## config.mk

```make
export PLATFORM = sky130hd
export DESIGN_NAME = scil_top
export DESIGN_NICKNAME = d
export VERILOG_FILES = /design/src/hw/scil_pkg.sv /design/src/hw/scil_top.sv
export VERILOG_INCLUDE_DIRS = /design/src /design/src/hw
export SDC_FILE = /design/constraint.sdc
export NUM_CORES = 1
export LEC_CHECK = 0
export ABC_AREA = 1
export BUFFER_PORTS_ARGS = -buffer_cell sky130_fd_sc_hd__buf_2
export CORE_MARGIN = 5
export CORE_UTILIZATION = 50
export CTS_BUF_LIST = sky130_fd_sc_hd__clkbuf_4 sky130_fd_sc_hd__clkbuf_8
export CTS_CLUSTER_DIAMETER = 60
export DETAILED_ROUTE_END_ITERATION = 8
export GPL_TIMING_DRIVEN = 1
export MAX_ROUTING_LAYER = met4
export PLACE_DENSITY = 0.74
export SYNTH_ARGS = -nofsm -noshare
export SYNTH_HDL_FRONTEND = slang
export SYNTH_SLANG_ARGS = --single-unit
export TNS_END_PERCENT = 30
```

## constraint.sdc

```tcl
create_clock -name I_SYS_CLK -period 3.2 [get_ports I_SYS_CLK]
set_input_delay 0 -clock I_SYS_CLK [delete_from_list [all_inputs] [get_ports I_SYS_CLK]]
set_output_delay 0 -clock I_SYS_CLK [all_outputs]
set_load 0.05 [all_outputs]
```

## src/hw/scil_map.svh

```systemverilog
`ifndef SCIL_MAP_SVH
`define SCIL_MAP_SVH
// input function codes
`define SCIL_FN_NONE      4'h0
`define SCIL_FN_RUN       4'h1
`define SCIL_FN_ALTERNATE_RAMP_SELECT     4'h2
`define SCIL_FN_JOG       4'h3
`define SCIL_FN_LOCAL     4'h4
`define SCIL_FN_RESET     4'h5
`define SCIL_FN_ESTOP     4'h6
`define SCIL_FN_ANT       4'h7
`define SCIL_FN_XTRIP     4'h8
`define SCIL_FN_XWARN     4'h9
`define SCIL_FN_OLDIS     4'hA
`define SCIL_FN_ANALOG    4'hB
`define SCIL_FN_MAX_T13   4'hA
`define SCIL_FN_MAX_T4    4'hB
// input selector defaults
`define SCIL_IN1_DEF      4'h1
`define SCIL_IN2_DEF      4'h3
`define SCIL_IN3_DEF      4'h4
`define SCIL_IN4_DEF      4'h5
// relay function codes
`define SCIL_RL_MAX       4'hA
`define SCIL_RL1_DEF      4'h2
`define SCIL_RL2_DEF      4'h1
// field bus address limits
`define SCIL_ADDR_MIN     6'h01
`define SCIL_ADDR_MAX     6'h3F
// analog scale
`define SCIL_PCT_FULL     7'h64
// threshold action codes
`define SCIL_TH_OFF       2'h0
`define SCIL_TH_TRIP      2'h1
`define SCIL_TH_WARN      2'h2
`endif

```

## src/hw/scil_pkg.sv

```systemverilog
package scil_pkg;
   typedef logic [3:0] scil_code_t;
   typedef enum logic [1:0] {
      SCIL_ST_IDLE, SCIL_ST_DELAY, SCIL_ST_RAMP, SCIL_ST_RUN
   } scil_state_e;
   typedef struct packed {
      logic [15:0] power_on;
      logic [15:0] start;
      logic [15:0] run_change;
   } scil_delays_s;
   typedef struct packed {
      logic fault;
      logic bypassed;
      logic energized;
      logic warning;
      logic custom;
   } scil_status_s;
endpackage

```

## src/hw/scil_top.sv

```systemverilog
`timescale 1ns/100ps
`include "scil_map.svh"
//
// Contract
// RQ1: terminal one run senses edge when sense switch on, level when off
// RQ2: protocol switch sampled after power-up; on gives Modbus, off alternate
// RQ3: node address from six switches; valid range one to sixty-three
// RQ4: four input selectors; terminals 1-3 take 0-10, terminal 4 0-11
// RQ5: two relay selectors taking 0-10, defaults two and one
// RQ6: input codes decode to none, run, alternate_ramp_select, jog, local and the rest
// RQ7: start or run only with permissive; its loss begins a stop
// RQ8: any run-assigned input with permissive starts; network needs none
// RQ9: power-on delay blocks run and jog until it expires
// RQ10: valid run starts start delay; ramp begins at its expiry
// RQ11: with alternate_ramp_select enabled, run change delay starts on run-to-stop
// RQ12: run active before enabled delay expires raises a warning
// RQ13: alternate_ramp_select select taken before run picks the alternate profile
// RQ14: jog follows ramp while held with permissive; never bypasses
// RQ15: local input selects terminal control; needed for terminal start
// RQ16: reset pulse clears latched fault only if no fault remains
// RQ17: loss of emergency input trips, removing power with no soft stop
// RQ18: loss of alarm-no-trip input enables reduced protection mode
// RQ19: loss of external trip input trips with no stop ramp
// RQ20: loss of external warning input reports warning, control continues
// RQ21: overload inhibit before start suppresses overload during ramp only
// RQ22: terminal four analog scales to percent against high, low thresholds
// RQ23: relay codes: none, fault, bypass, energized, warning, custom; even inverts
// RQ24: inputs synchronised; edge mode makes a one-cycle start request
//
module scil_top #(
   parameter int ADC_W = 12
) (
   // clock and reset
   input  wire logic                   I_SYS_CLK,
   input  wire logic                   I_RST,
   // terminals and switches
   input  wire logic                   i_permissive,
   input  wire logic [3:0]             i_terminal,
   input  wire logic                   i_sense_mode_switch,
   input  wire logic                   i_port_protocol_switch,
   input  wire logic [5:0]             i_addr_switch,
   // configuration
   input  wire scil_pkg::scil_code_t   i_in_fn_0,
   input  wire scil_pkg::scil_code_t   i_in_fn_1,
   input  wire scil_pkg::scil_code_t   i_in_fn_2,
   input  wire scil_pkg::scil_code_t   i_in_fn_3,
   input  wire scil_pkg::scil_code_t   i_relay_fn_0,
   input  wire scil_pkg::scil_code_t   i_relay_fn_1,
   input  wire logic                   i_cfg_wr,
   input  wire scil_pkg::scil_delays_s i_delays,
   input  wire logic                   i_alternate_ramp_select_enable,
   input  wire logic [6:0]             i_an_high,
   input  wire logic [6:0]             i_an_low,
   input  wire logic [1:0]             i_an_high_act,
   input  wire logic [1:0]             i_an_low_act,
   input  wire logic [ADC_W-1:0]       i_analog,
   // device status
   input  wire logic                   i_net_run,
   input  wire logic                   i_ramp_done,
   input  wire logic                   i_fault_cond,
   input  wire scil_pkg::scil_status_s i_status,
   // outputs
   output logic                        o_modbus_sel,
   output logic [5:0]                  o_node_addr,
   output logic                        o_addr_valid,
   output logic                        o_start_req,
   output logic                        o_ramp,
   output logic                        o_run,
   output logic                        o_stop,
   output logic                        o_hard_stop,
   output logic                        o_bypass_close,
   output logic                        o_alt_profile,
   output logic                        o_jog,
   output logic                        o_local,
   output logic                        o_fault,
   output logic                        o_warning,
   output logic                        o_alarm_no_trip,
   output logic                        o_ol_inhibit,
   output logic [6:0]                  o_analog_pct,
   output logic [1:0]                  o_relay
);
   import scil_pkg::*;

   // ----------------------------------------------------------------
   // configuration store
   // ----------------------------------------------------------------
   scil_code_t  in_fn_r [4];
   scil_code_t  rl_fn_r [2];
   // out-of-range codes are refused so a selector never holds junk
   // RQ4: input selector ranges
   wire ok0 = i_in_fn_0 <= `SCIL_FN_MAX_T13;
   wire ok1 = i_in_fn_1 <= `SCIL_FN_MAX_T13;
   wire ok2 = i_in_fn_2 <= `SCIL_FN_MAX_T13;
   wire ok3 = i_in_fn_3 <= `SCIL_FN_MAX_T4;
   // RQ5: relay selector ranges
   wire okr0 = i_relay_fn_0 <= `SCIL_RL_MAX;
   wire okr1 = i_relay_fn_1 <= `SCIL_RL_MAX;

   always_ff @(posedge I_SYS_CLK or posedge I_RST) begin
      if (I_RST) begin
         in_fn_r[0] <= `SCIL_IN1_DEF;
         in_fn_r[1] <= `SCIL_IN2_DEF;
         in_fn_r[2] <= `SCIL_IN3_DEF;
         in_fn_r[3] <= `SCIL_IN4_DEF;
         rl_fn_r[0] <= `SCIL_RL1_DEF;
         rl_fn_r[1] <= `SCIL_RL2_DEF;
      end else if (i_cfg_wr) begin
         if (ok0) in_fn_r[0] <= i_in_fn_0;
         if (ok1) in_fn_r[1] <= i_in_fn_1;
         if (ok2) in_fn_r[2] <= i_in_fn_2;
         if (ok3) in_fn_r[3] <= i_in_fn_3;
         if (okr0) rl_fn_r[0] <= i_relay_fn_0;
         if (okr1) rl_fn_r[1] <= i_relay_fn_1;
      end
   end

   // ----------------------------------------------------------------
   // input synchroniser
   // ----------------------------------------------------------------
   logic [4:0] s1_r, s2_r, s3_r;
   // RQ24: two-stage synchroniser
   always_ff @(posedge I_SYS_CLK or posedge I_RST) begin
      if (I_RST) begin
         s1_r <= 5'h00;
         s2_r <= 5'h00;
         s3_r <= 5'h00;
      end else begin
         s1_r <= {i_permissive, i_terminal};
         s2_r <= s1_r;
         s3_r <= s2_r;
      end
   end
   wire [3:0] term  = s2_r[3:0];
   wire [3:0] term_rise = s2_r[3:0] & ~s3_r[3:0];
   wire       perm  = s2_r[4];

   // ----------------------------------------------------------------
   // function decode
   // ----------------------------------------------------------------
   // RQ6: any terminal carrying a code; code none never matches
   function automatic logic any_fn(input scil_code_t c, input logic [3:0] v);
      logic r;
      r = 1'b0;
      for (int k = 0; k < 4; k++)
         if (in_fn_r[k] == c && c != `SCIL_FN_NONE) r |= v[k];
      return r;
   endfunction
   function automatic logic has_fn(input scil_code_t c);
      logic r;
      r = 1'b0;
      for (int k = 0; k < 4; k++)
         if (in_fn_r[k] == c) r = 1'b1;
      return r;
   endfunction
   // maintained inputs act on removal: the missing-signal state
   function automatic logic lost_fn(input scil_code_t c);
      logic r;
      r = 1'b0;
      for (int k = 0; k < 4; k++)
         if (in_fn_r[k] == c && !term[k]) r = 1'b1;
      return r;
   endfunction

   // RQ1: edge sensing applies to terminal one only
   wire run_command_input_edge = i_sense_mode_switch && in_fn_r[0] == `SCIL_FN_RUN;
   wire [3:0] run_view = run_command_input_edge ? {term[3:1], term_rise[0]} : term;
   // RQ8: several inputs may carry run
   wire run_term  = any_fn(`SCIL_FN_RUN, run_view);
   wire alternate_ramp_select_in  = any_fn(`SCIL_FN_ALTERNATE_RAMP_SELECT, term);
   wire jog_in    = any_fn(`SCIL_FN_JOG, term);
   // RQ15: local input gives terminal-block control
   wire local_in  = any_fn(`SCIL_FN_LOCAL, term);
   wire reset_p   = any_fn(`SCIL_FN_RESET, term_rise);
   wire oldis_in  = any_fn(`SCIL_FN_OLDIS, term);
   // RQ17: emergency trip on loss
   wire estop_t   = lost_fn(`SCIL_FN_ESTOP);
   // RQ19: external trip on loss
   wire xtrip_t   = lost_fn(`SCIL_FN_XTRIP);
   // RQ20: external warning on loss
   wire xwarn_t   = lost_fn(`SCIL_FN_XWARN);
   // RQ18: alarm-no-trip on loss
   wire ant_on    = lost_fn(`SCIL_FN_ANT);
   wire term_cmd  = local_in && has_fn(`SCIL_FN_RUN) && run_term;
   wire net_cmd   = !local_in && i_net_run;
   wire jog_cmd   = local_in && jog_in;

   // ----------------------------------------------------------------
   // analog input
   // ----------------------------------------------------------------
   // RQ22: scale to 0-99 and compare
   wire [ADC_W+6:0] an_prod = i_analog * `SCIL_PCT_FULL;
   wire [6:0] pct_nxt = 7'(an_prod >> ADC_W);
   wire an_on  = in_fn_r[3] == `SCIL_FN_ANALOG;
   wire an_hi  = an_on && o_analog_pct > i_an_high;
   wire an_lo  = an_on && o_analog_pct < i_an_low;
   wire an_trip = (an_hi && i_an_high_act == `SCIL_TH_TRIP) ||
                  (an_lo && i_an_low_act == `SCIL_TH_TRIP);
   wire an_warn = (an_hi && i_an_high_act == `SCIL_TH_WARN) ||
                  (an_lo && i_an_low_act == `SCIL_TH_WARN);

   // ----------------------------------------------------------------
   // start sequencer
   // ----------------------------------------------------------------
   scil_state_e st_r, st_nxt;
   logic [15:0] pon_r, dly_r, rchg_r;
   logic        was_run_r, cmd_r;
   wire  trip     = estop_t || xtrip_t || an_trip;
   // RQ9: power-on delay gate
   wire  pon_done = pon_r == 16'h0000;
   // RQ7: permissive gates all starts
   wire  cmd      = perm && pon_done && (term_cmd || net_cmd) && !o_fault;
   wire  jog_ok   = perm && pon_done && jog_cmd && !o_fault;
   wire  rchg_ok  = rchg_r == 16'h0000;
   wire  cmd_rise = cmd && (run_command_input_edge ? 1'b1 : !cmd_r);

   always_comb begin
      st_nxt = st_r;
      unique case (st_r)
         SCIL_ST_IDLE:  if (cmd_rise && rchg_ok) st_nxt = SCIL_ST_DELAY;
         // RQ10: ramp begins at delay expiry
         SCIL_ST_DELAY: if (dly_r == 16'h0000) st_nxt = SCIL_ST_RAMP;
         SCIL_ST_RAMP:  if (i_ramp_done) st_nxt = SCIL_ST_RUN;
         SCIL_ST_RUN:   st_nxt = SCIL_ST_RUN;
      endcase
      // edge mode latches; level mode drops on command removal
      if (!perm || trip || o_fault || (!run_command_input_edge && !cmd && !jog_ok))
         st_nxt = SCIL_ST_IDLE;
   end

   always_ff @(posedge I_SYS_CLK or posedge I_RST) begin
      if (I_RST) begin
         st_r <= SCIL_ST_IDLE;
         pon_r <= 16'hFFFF;
         dly_r <= 16'h0000;
         rchg_r <= 16'h0000;
         was_run_r <= 1'b0;
         cmd_r <= 1'b0;
      end else begin
         st_r <= st_nxt;
         cmd_r <= cmd;
         was_run_r <= st_r != SCIL_ST_IDLE;
         // power-on count loads once its value is known after release
         if (pon_r == 16'hFFFF) pon_r <= i_delays.power_on;
         else if (!pon_done) pon_r <= pon_r - 16'h0001;
         if (st_r == SCIL_ST_IDLE) dly_r <= i_delays.start;
         else if (dly_r != 16'h0000) dly_r <= dly_r - 16'h0001;
         // RQ11: run change timer on run-to-stop
         if (i_alternate_ramp_select_enable && was_run_r && st_r == SCIL_ST_IDLE)
            rchg_r <= i_delays.run_change;
         else if (!rchg_ok) rchg_r <= rchg_r - 16'h0001;
      end
   end

   // ----------------------------------------------------------------
   // latched state and outputs
   // ----------------------------------------------------------------
   logic proto_done_r, alt_r, oli_r;
   always_ff @(posedge I_SYS_CLK or posedge I_RST) begin
      if (I_RST) begin
         proto_done_r <= 1'b0;
         o_modbus_sel <= 1'b0;
         o_node_addr <= 6'h00;
         o_addr_valid <= 1'b0;
         o_fault <= 1'b0;
         alt_r <= 1'b0;
         oli_r <= 1'b0;
         o_analog_pct <= 7'h00;
         o_start_req <= 1'b0;
      end else begin
         // RQ2: sampled once after release
         if (!proto_done_r) begin
            o_modbus_sel <= i_port_protocol_switch;
            proto_done_r <= 1'b1;
         end
         // RQ3: node address and range check
         o_node_addr <= i_addr_switch;
         o_addr_valid <= i_addr_switch >= `SCIL_ADDR_MIN &&
                         i_addr_switch <= `SCIL_ADDR_MAX;
         o_analog_pct <= pct_nxt;
         // RQ24: one-cycle start request
         o_start_req <= st_r == SCIL_ST_IDLE && st_nxt == SCIL_ST_DELAY;
         // RQ16: set wins; reset only with no cause left
         if (trip || i_fault_cond) o_fault <= 1'b1;
         else if (reset_p) o_fault <= 1'b0;
         // RQ13: profile taken at start request
         if (st_r == SCIL_ST_IDLE && (rchg_r == 16'h0001))
            alt_r <= 1'b1;
         else if (st_r == SCIL_ST_IDLE && cmd_rise)
            alt_r <= alternate_ramp_select_in;
         // RQ21: inhibit captured before start, dropped at bypass
         if (st_r == SCIL_ST_IDLE) oli_r <= oldis_in;
         else if (o_bypass_close) oli_r <= 1'b0;
      end
   end

   // RQ12: run during enabled delay warns
   wire dly_warn = (term_cmd || i_net_run) &&
                   (!pon_done || st_r == SCIL_ST_DELAY || !rchg_ok);
   // RQ14: jog follows ramp, never bypasses
   assign o_jog          = jog_ok && st_r == SCIL_ST_IDLE;
   assign o_ramp         = st_r == SCIL_ST_RAMP || o_jog;
   assign o_run          = st_r == SCIL_ST_RUN;
   // RQ7: permissive loss begins a normal stop
   assign o_stop         = was_run_r && st_r == SCIL_ST_IDLE && !trip;
   assign o_hard_stop    = trip;
   assign o_bypass_close = st_r == SCIL_ST_RUN;
   assign o_alt_profile  = alt_r;
   assign o_local        = local_in;
   assign o_warning      = xwarn_t || an_warn || dly_warn;
   assign o_alarm_no_trip = ant_on;
   assign o_ol_inhibit   = oli_r && st_r != SCIL_ST_IDLE;

   // RQ23: relay decode, even codes inverted
   function automatic logic relay(input scil_code_t c);
      logic s;
      unique case ((c + 4'h1) >> 1)
         4'h1:    s = i_status.fault;
         4'h2:    s = i_status.bypassed;
         4'h3:    s = i_status.energized;
         4'h4:    s = i_status.warning;
         4'h5:    s = i_status.custom;
         default: s = 1'b0;
      endcase
      return (c != 4'h0) && (s ^ !c[0]);
   endfunction
   assign o_relay = {relay(rl_fn_r[1]), relay(rl_fn_r[0])};
endmodule

```

==> qor.yml, run 1 <==
global_routing:
  grt-ovfl-total: 0
  grt_pass1_wl_um: 29500
  track_usage_pct: 22.3
  grt_pass1_vias: 6550
  antenna_found_initial: 1
  grt_max_degree: 63
placed_design:
  dp_cells: 1232
  dp_slack_ns: 0.431
  place.gp.congestion: 0.887
  portBuffers: 156
  dp_hpwl_um: 13300
job:
  maxCapViolations: 0
synthesis:
  yosys-top-cells-area: "dfrtp_1 30%, ha_1 11%, dfstp_2 8.7%, nand2_1 8.1%, inv_1 6.8%"
  synth-edff-count: 0
  synth_xor_area_share_pct: 5.10
  ys_ff_latch: 110
  yosys_warnings: 0
  ys.flop_type: "dfrtp_1"
  synth_compound_area_share_pct: 11.1
  yosysTopAreaCellShare_pct: 29.8
  synthAdderAreaFrac_pct: 13.1
  syn_area_per_cell_um2: 8.05
  synth_seq_area_share_pct: 38.6
  synth_top_cell_by_area: "dfrtp_1"
  yosys.area_share.simple_pct: 23.4
  syn_area_um2: 7220
  synth_top_family_by_area: "simple AND/OR/NAND/NOR gates"
  synth_nets: 1095
  synth.distinct_cells: 53
  synth_mux_area_share_pct: 0.468
  synth_most_common_cell: "nand2_1"
  ys_async_sr_fraction_pct: 100
  synth_cells: 896
  synth_common_cells: "156 x nand2_1, 130 x inv_1, 99 x nor2_1"
power_and_ir_drop:
  power_frac_seq_pct: 43.5
  p_leak_nw: 4.75
  p_total_mw: 3.69
  combPwrFrac_pct: 32.2
  ir_drop_v: 0.000433
  switchingPower_mw: 1.32
  switching_share_pct: 35.8
  pwr-share-clk_pct: 24.4
  intPower_mw: 2.37
  power.density_nw_per_um2: 396
detailed_routing:
  drtPass1Iterations: 4
  drt_iter0_drc: 188
  drc: 0
  drt_wl_total_um: 17700
  vias: 6613
  wl_per_cell_um: 13.3
  antenna_left: 0
  viasPerCell: 4.95
clocking:
  cts_buffers: 9
  cts_htree_levels: 3
  cts_buffer_depth: 2
  cts_setup_buffers: 0
  cts.repair.resized: 0
  root_buffer: "clkbuf_8"
  cts_sinks: 110
  cts_tree: "built"
  cts.clk_slew.worst_paths_ns: 0.11
  cts_hold_buf: 86
  worstSkewPairLatency_ns: 0.38
worst_setup_path:
  cp_num_buf_inv: 2
  worst-setup-path-type: "register to output port"
  start_kind: "register"
  arrival_ns: 2.57
  path_delay_family: "simple AND/OR/NAND/NOR gates"
  cp.required_ns: 3.20
  slowest_delay_ns: 0.43
  worst-path-max-fanout: 5
  end_kind: "output port"
  slowest_stage: "dfrtp_1"
  rrSetupSlack_ns: 1.07
  worstPathCellList: "inv_1 > ha_1 > nand2_2 > nor2_4 > nand3_4 > nor3_4 > nand3_2 > o31ai_1 > nand4_1 > buf_2"
floorplanning:
  core_region_area_um2: 14400
  initial_utilization_pct: 50.2
  top_level_ports: 157
  std_cell_rows: 44
  dieWidth_um: 130
  die_h_um: 130
  die_area_um2: 16900
layout:
  fin_util_pct: 64.8
  drive_gt1_share_pct: 21.3
  nets: 1344
  syn2layout_area_growth_pct: 29.0
  final_cells: 1335
worst_hold_path:
  hp-class: "input pin to register"
timing:
  final-hold-violation-count: 0
  slew_viol_final: 0
  min_period_over_period_pct: 80.4
  finClkSkew_ns: 0.0116
  tns_ns: 0
  setup_viol: 0
  fin_crit_ns: 2.57
  grt_setup_unrepaired: "false"
  tightest_slew_ns: 0.611
  fin_ws_ns: 0.628
  clock.fmax_mhz: 389
  relSlewSlack_pct: 59.3
run_status:
  status: "finished clean"
-- routing by layer --
layer / part of all wire (%) / GRT usage [%]
met1: 45 / 28.2
met2: 49 / 36.9
met3: 5.4 / 5.28
met4: 1.3 / 4.28
met5: 0 / -
-- path summary, 6_finish.rpt --
path	startpoint	end	cells past startpoint
worst max-delay path	rchg_r[0]$_DFFE_PP0P_	o_warning	10
worst min-delay path	i_net_run	cmd_r$_DFF_PP0_	4
worst max register to register	st_r[0]$_DFF_PP0_	rchg_r[4]$_DFFE_PP0P_	9
worst min register to register	s1_r[4]$_DFF_PP0_	s2_r[4]$_DFF_PP0_	0
max in group asynchronous	I_RST	pon_r[12]$_DFFE_PP1P_	4
min in group asynchronous	I_RST	o_node_addr[1]$_DFF_PP0_	3
-- area by class of cell --
type | instances | area (um^2)
clock buffer | 12 | 159
clock inverter | 4 | 55.1
inverter | 147 | 557
sequential | 110 | 2780
fill | 1263 | 5060
antenna | 1 | 2.50
multi-input combinational | 632 | 3840
tap | 184 | 230
timing repair buffer | 245 | 1680
-- flip-flops by register name, summed over array words and instances, names as in the netlist, 5 cells and up --
signal	count
rl_fn_r	8
o_analog_pct	7
pon_r	16
rchg_r	16
o_node_addr	6
in_fn_r	16
s1_r	5
dly_r	16
s2_r	5
-- through the flow --
stage / area [um^2] / hold slack [ns]
floorplan: 7220 / 0.0314
global placement: 8230 / 0.108
detailed placement: 8230 / 0.109
CTS: 9310 / 0.0199
global route: 9310 / 0.0514
finish: 9310 / 0.0477
-- worst reg2reg max path, stage by stage, from the launching register on --
cell	delay (ns)
dfrtp_1	0.45
inv_1	0.13
ha_1	0.19
nand3_1	0.32
buf_4	0.31
inv_1	0.33
nand2_1	0.12
o31ai_1	0.09
nand2_1	0.08
inv_1	0.07
-- power groups by stage --
stage | clock (mW) | sequential (mW) | combinational, mW
6_report | 0.899 | 1.60 | 1.19
5_1_grt | 0.992 | 1.62 | 1.34
4_1_cts | 0.934 | 1.60 | 1.19
3_3_place_gp | 0 | 1.63 | 1.08
2_1_floorplan | 0 | 1.76 | 0.644
3_5_place_dp | 0 | 1.63 | 1.11
-- kinds of logic after synthesis --
kind of cell,count (synthesis)
xor gates and xnor gates,42
other,1
AOI/OAI and AO/OA,142
adders and majority gates,72
muxes,3
DFF,110
buffers and inverters,154
and+or+nand+nor,372
-- layout by cell type (no fill, tap or decap), types with 3 or more instances in the layout --
cell             n
a21oi_1         51
o31ai_1          3
inv_2           14
o21a_1           3
nor4_1          10
xor2_1          32
nor2_1          99
nand3_1         41
a22oi_2          3
nand2_1        156
o211ai_1         4
nor3_1          23
xnor2_1         10
o21ai_0         40
buf_2          156
mux2_2           3
fa_1             6
clkbuf_8        11
nor2_2           7
nand3_2          3
dlygate4sd3_1   86
nand4_1         15
ha_1            66
o21ai_1         22
dfrtp_1         86
dfstp_2         24
inv_1          129
Note: power is estimated with default switching activity, not from simulation.
==> run 2, diff against run 1 <==
--- a/config.mk
+++ b/config.mk
@@ -15,7 +15,7 @@
 export DETAILED_ROUTE_END_ITERATION = 8
 export GPL_TIMING_DRIVEN = 1
 export MAX_ROUTING_LAYER = met4
-export PLACE_DENSITY = 0.74
+export PLACE_DENSITY = 0.77
 export SYNTH_ARGS = -nofsm -noshare
 export SYNTH_HDL_FRONTEND = slang
 export SYNTH_SLANG_ARGS = --single-unit
==> constraint.sdc (replaced) <==
create_clock -name I_SYS_CLK -period 2.2 [get_ports I_SYS_CLK]
set_input_delay 0 -clock I_SYS_CLK [delete_from_list [all_inputs] [get_ports I_SYS_CLK]]
set_output_delay 0 -clock I_SYS_CLK [all_outputs]
set_load 0.05 [all_outputs]
==> qor.yml, run 2 (synthesis results as in run 1) <==
floorplanning:
  initial_utilization_pct: 50.2  # unchanged
  std_cell_rows: 44  # unchanged
  die_h_um: 130  # unchanged
  core_region_area_um2: 14400  # unchanged
  dieWidth_um: 130  # unchanged
  top_level_ports: 157  # unchanged
  die_area_um2: 16900  # unchanged
layout:
  layout_common_cells: "151 x nand2_1, 148 x buf_2, 119 x inv_1, 90 x nor2_1, 86 x dlygate4sd3_1"
  layout_commonest_cell: "nand2_1"
  nets: 1375  # +2.3%
  syn2layout_area_growth_pct: 38.3
  final_area_um2: 9980  # +7.2%
  drive_gt1_share_pct: 27.9  # +6.6 points
global_routing:
  grt_max_degree: 49  # -22%
  use_met3_pct: 4.99  # -0.29 points
  grt_pass1_vias: 7041  # +7.5%
  grt_pass1_wl_um: 30800  # +4.3%
  antenna_found_initial: 1  # unchanged
  met1_usage_pct: 26.5  # -1.7 points
  grtUsageMet2_pct: 41.1  # +4.1 points
  busiest_layer: "met2"
  track_usage_pct: 23.1  # +0.84 points
  grt-ovfl-total: 0  # unchanged
timing:
  final-hold-violation-count: 0  # unchanged
  tightest_slew_ns: 0.702  # +0.0910 ns
  clock.fmax_mhz: 453
  finClkSkew_ns: 0.0111  # -0.000452 ns
  fin_crit_ns: 2.21
  min_period_over_period_pct: 100
  whs_ns: 0.0732  # +0.0255 ns
  setup_viol: 1  # +1
  relSlewSlack_pct: 53.1  # -6.2 points
  grt_setup_unrepaired: "true"
  fin_ws_ns: -0.00818  # -0.636 ns
  slew_viol_final: 0  # unchanged
worst_setup_path:
  reg2reg_from: "st_r[0]$_DFF_PP0_"
  crit_path_start: "rl_fn_r[0]$_DFFE_PP1P_"
  cp.required_ns: 2.20  # -1.00 ns
  worst-path-max-fanout: 4  # -1
  arrival_ns: 2.21  # -0.36 ns
  end_kind: "output port"
  start_kind: "register"
  worst-setup-path-type: "register to output port"
  worstRegToRegCells: 8  # -1
  rrSetupSlack_ns: 0.11  # -0.96 ns
power_and_ir_drop:
  power_frac_seq_pct: 40.4  # -3.1 points
  p_leak_nw: 4.95  # +4.1%
  switching_share_pct: 35.8  # -0.057 points
  ir_drop_v: 0.000548  # +27%
  power.density_nw_per_um2: 583  # +47%
  combPwrFrac_pct: 35.6  # +3.4 points
  switchingPower_mw: 2.08  # +57%
  intPower_mw: 3.74  # +58%
  pwr-share-clk_pct: 24.1  # -0.3 points
clocking:
  cts_htree_levels: 3  # unchanged
  cts_sinks: 110  # unchanged
  cts_tree: "built"
  worstSkewPairLatency_ns: 0.38  # about the same
  cts.clk_slew.worst_paths_ns: 0.10  # about the same
  cts_buffers: 9  # unchanged
  cts_buffer_depth: 2  # unchanged
  root_buffer: "clkbuf_8"
run_status:
  violations: "setup timing"
  status: "complete, but fails checks"
placed_design:
  portBuffers: 156  # unchanged
  place.gp.congestion: 0.931  # +5.0%
  dp_hpwl_um: 13800  # +3.9%
  place_area_um2: 8390  # +1.9%
worst_hold_path:
  min_from: "i_net_run"
  hp-class: "input pin to register"
  min_path_cells: 4  # unchanged
detailed_routing:
  drtPass1Iterations: 5  # +1
  wl_per_cell_um: 14.5  # +9.7%
  viasPerCell: 5.16  # +4.1%
  drt_wl_total_um: 19900  # +12%
  drt_iter0_drc: 333  # +77%
  vias: 7046  # +6.5%
  drc: 0  # unchanged
  antenna_left: 0  # unchanged
job:
  maxCapViolations: 0  # unchanged
==> run 2: layout make-up <==
cell class	instances	area, um^2
multi-input cells	632	4210
well taps	184	230
repair buffers	276	1960
flip-flops and latches	110	2780
fillers	1133	4390
inverters	147	558
clock buffers	11	151
diodes	1	2.50
clock inverters	5	81.3
==> run 2: final timing paths <==
| kind | to |
|---|---|
| max in group asynchronous | in_fn_r[2]$_DFFE_PP1P_ |
| min in group asynchronous | dly_r[10]$_DFFE_PP0P_ |
| max | o_relay[1] |
| max reg2reg | rchg_r[0]$_DFFE_PP0P_ |
| min | cmd_r$_DFF_PP0_ |
| min reg2reg | s2_r[4]$_DFF_PP0_ |
==> run 2: through the flow <==
step / worst slack, ns / util (%) / cells / setup TNS (ns) / power, mW
after global placement: -0.412 / 58.4 / 1251 / -2.03 / 4.02
after global routing: -0.151 / 69.5 / 1366 / -0.609 / 6.19
after floorplan: -0.292 / - / 896 / -1.05 / 3.50
after CTS: -0.105 / 67.0 / 1360 / -0.272 / 5.63
final: -0.00818 / 69.5 / 1366 / -0.00818 / 5.82
after detailed placement: -0.460 / 58.4 / 1251 / -2.38 / 4.07
==> run 2: worst max-delay path: stages (launching register included) <==
cell and delay (ns):
dfstp_2 0.61, inv_2 0.08, ha_4 0.28, inv_2 0.05
o2111ai_2 0.17, nand3_2 0.12, nand2_1 0.09, o21ai_0 0.09
nor2_1 0.15, buf_6 0.18
==> run 2: layer usage <==
layer  part of all wire [%]  wire, um  up-vias
li1                       -         -     3477
met1                     41      8150     3316
met2                     51     10200      220
met3                    5.5      1100       33
met4                    2.1       416        0
met5                      0         0        -
==> run 2: timing repair <==
action | 4_1_cts | 5_1_grt
endpoints found under the hold margin | 113 | 0
buffers inserted | 7 | 5
setup endpoints to repair | 8 | 12
hold buffers | 86 | 0
gates resized for setup | 26 | 59
pin swaps | 9 | 27
==> run 2: power by group through the flow <==
stage	registers [mW]	logic, mW	clock network (mW)
detailed placement	2.36	1.71	0
floorplan	2.56	0.937	0
finish	2.35	2.07	1.40
global route	2.37	2.29	1.52
CTS	2.33	1.85	1.44
global placement	2.36	1.65	0
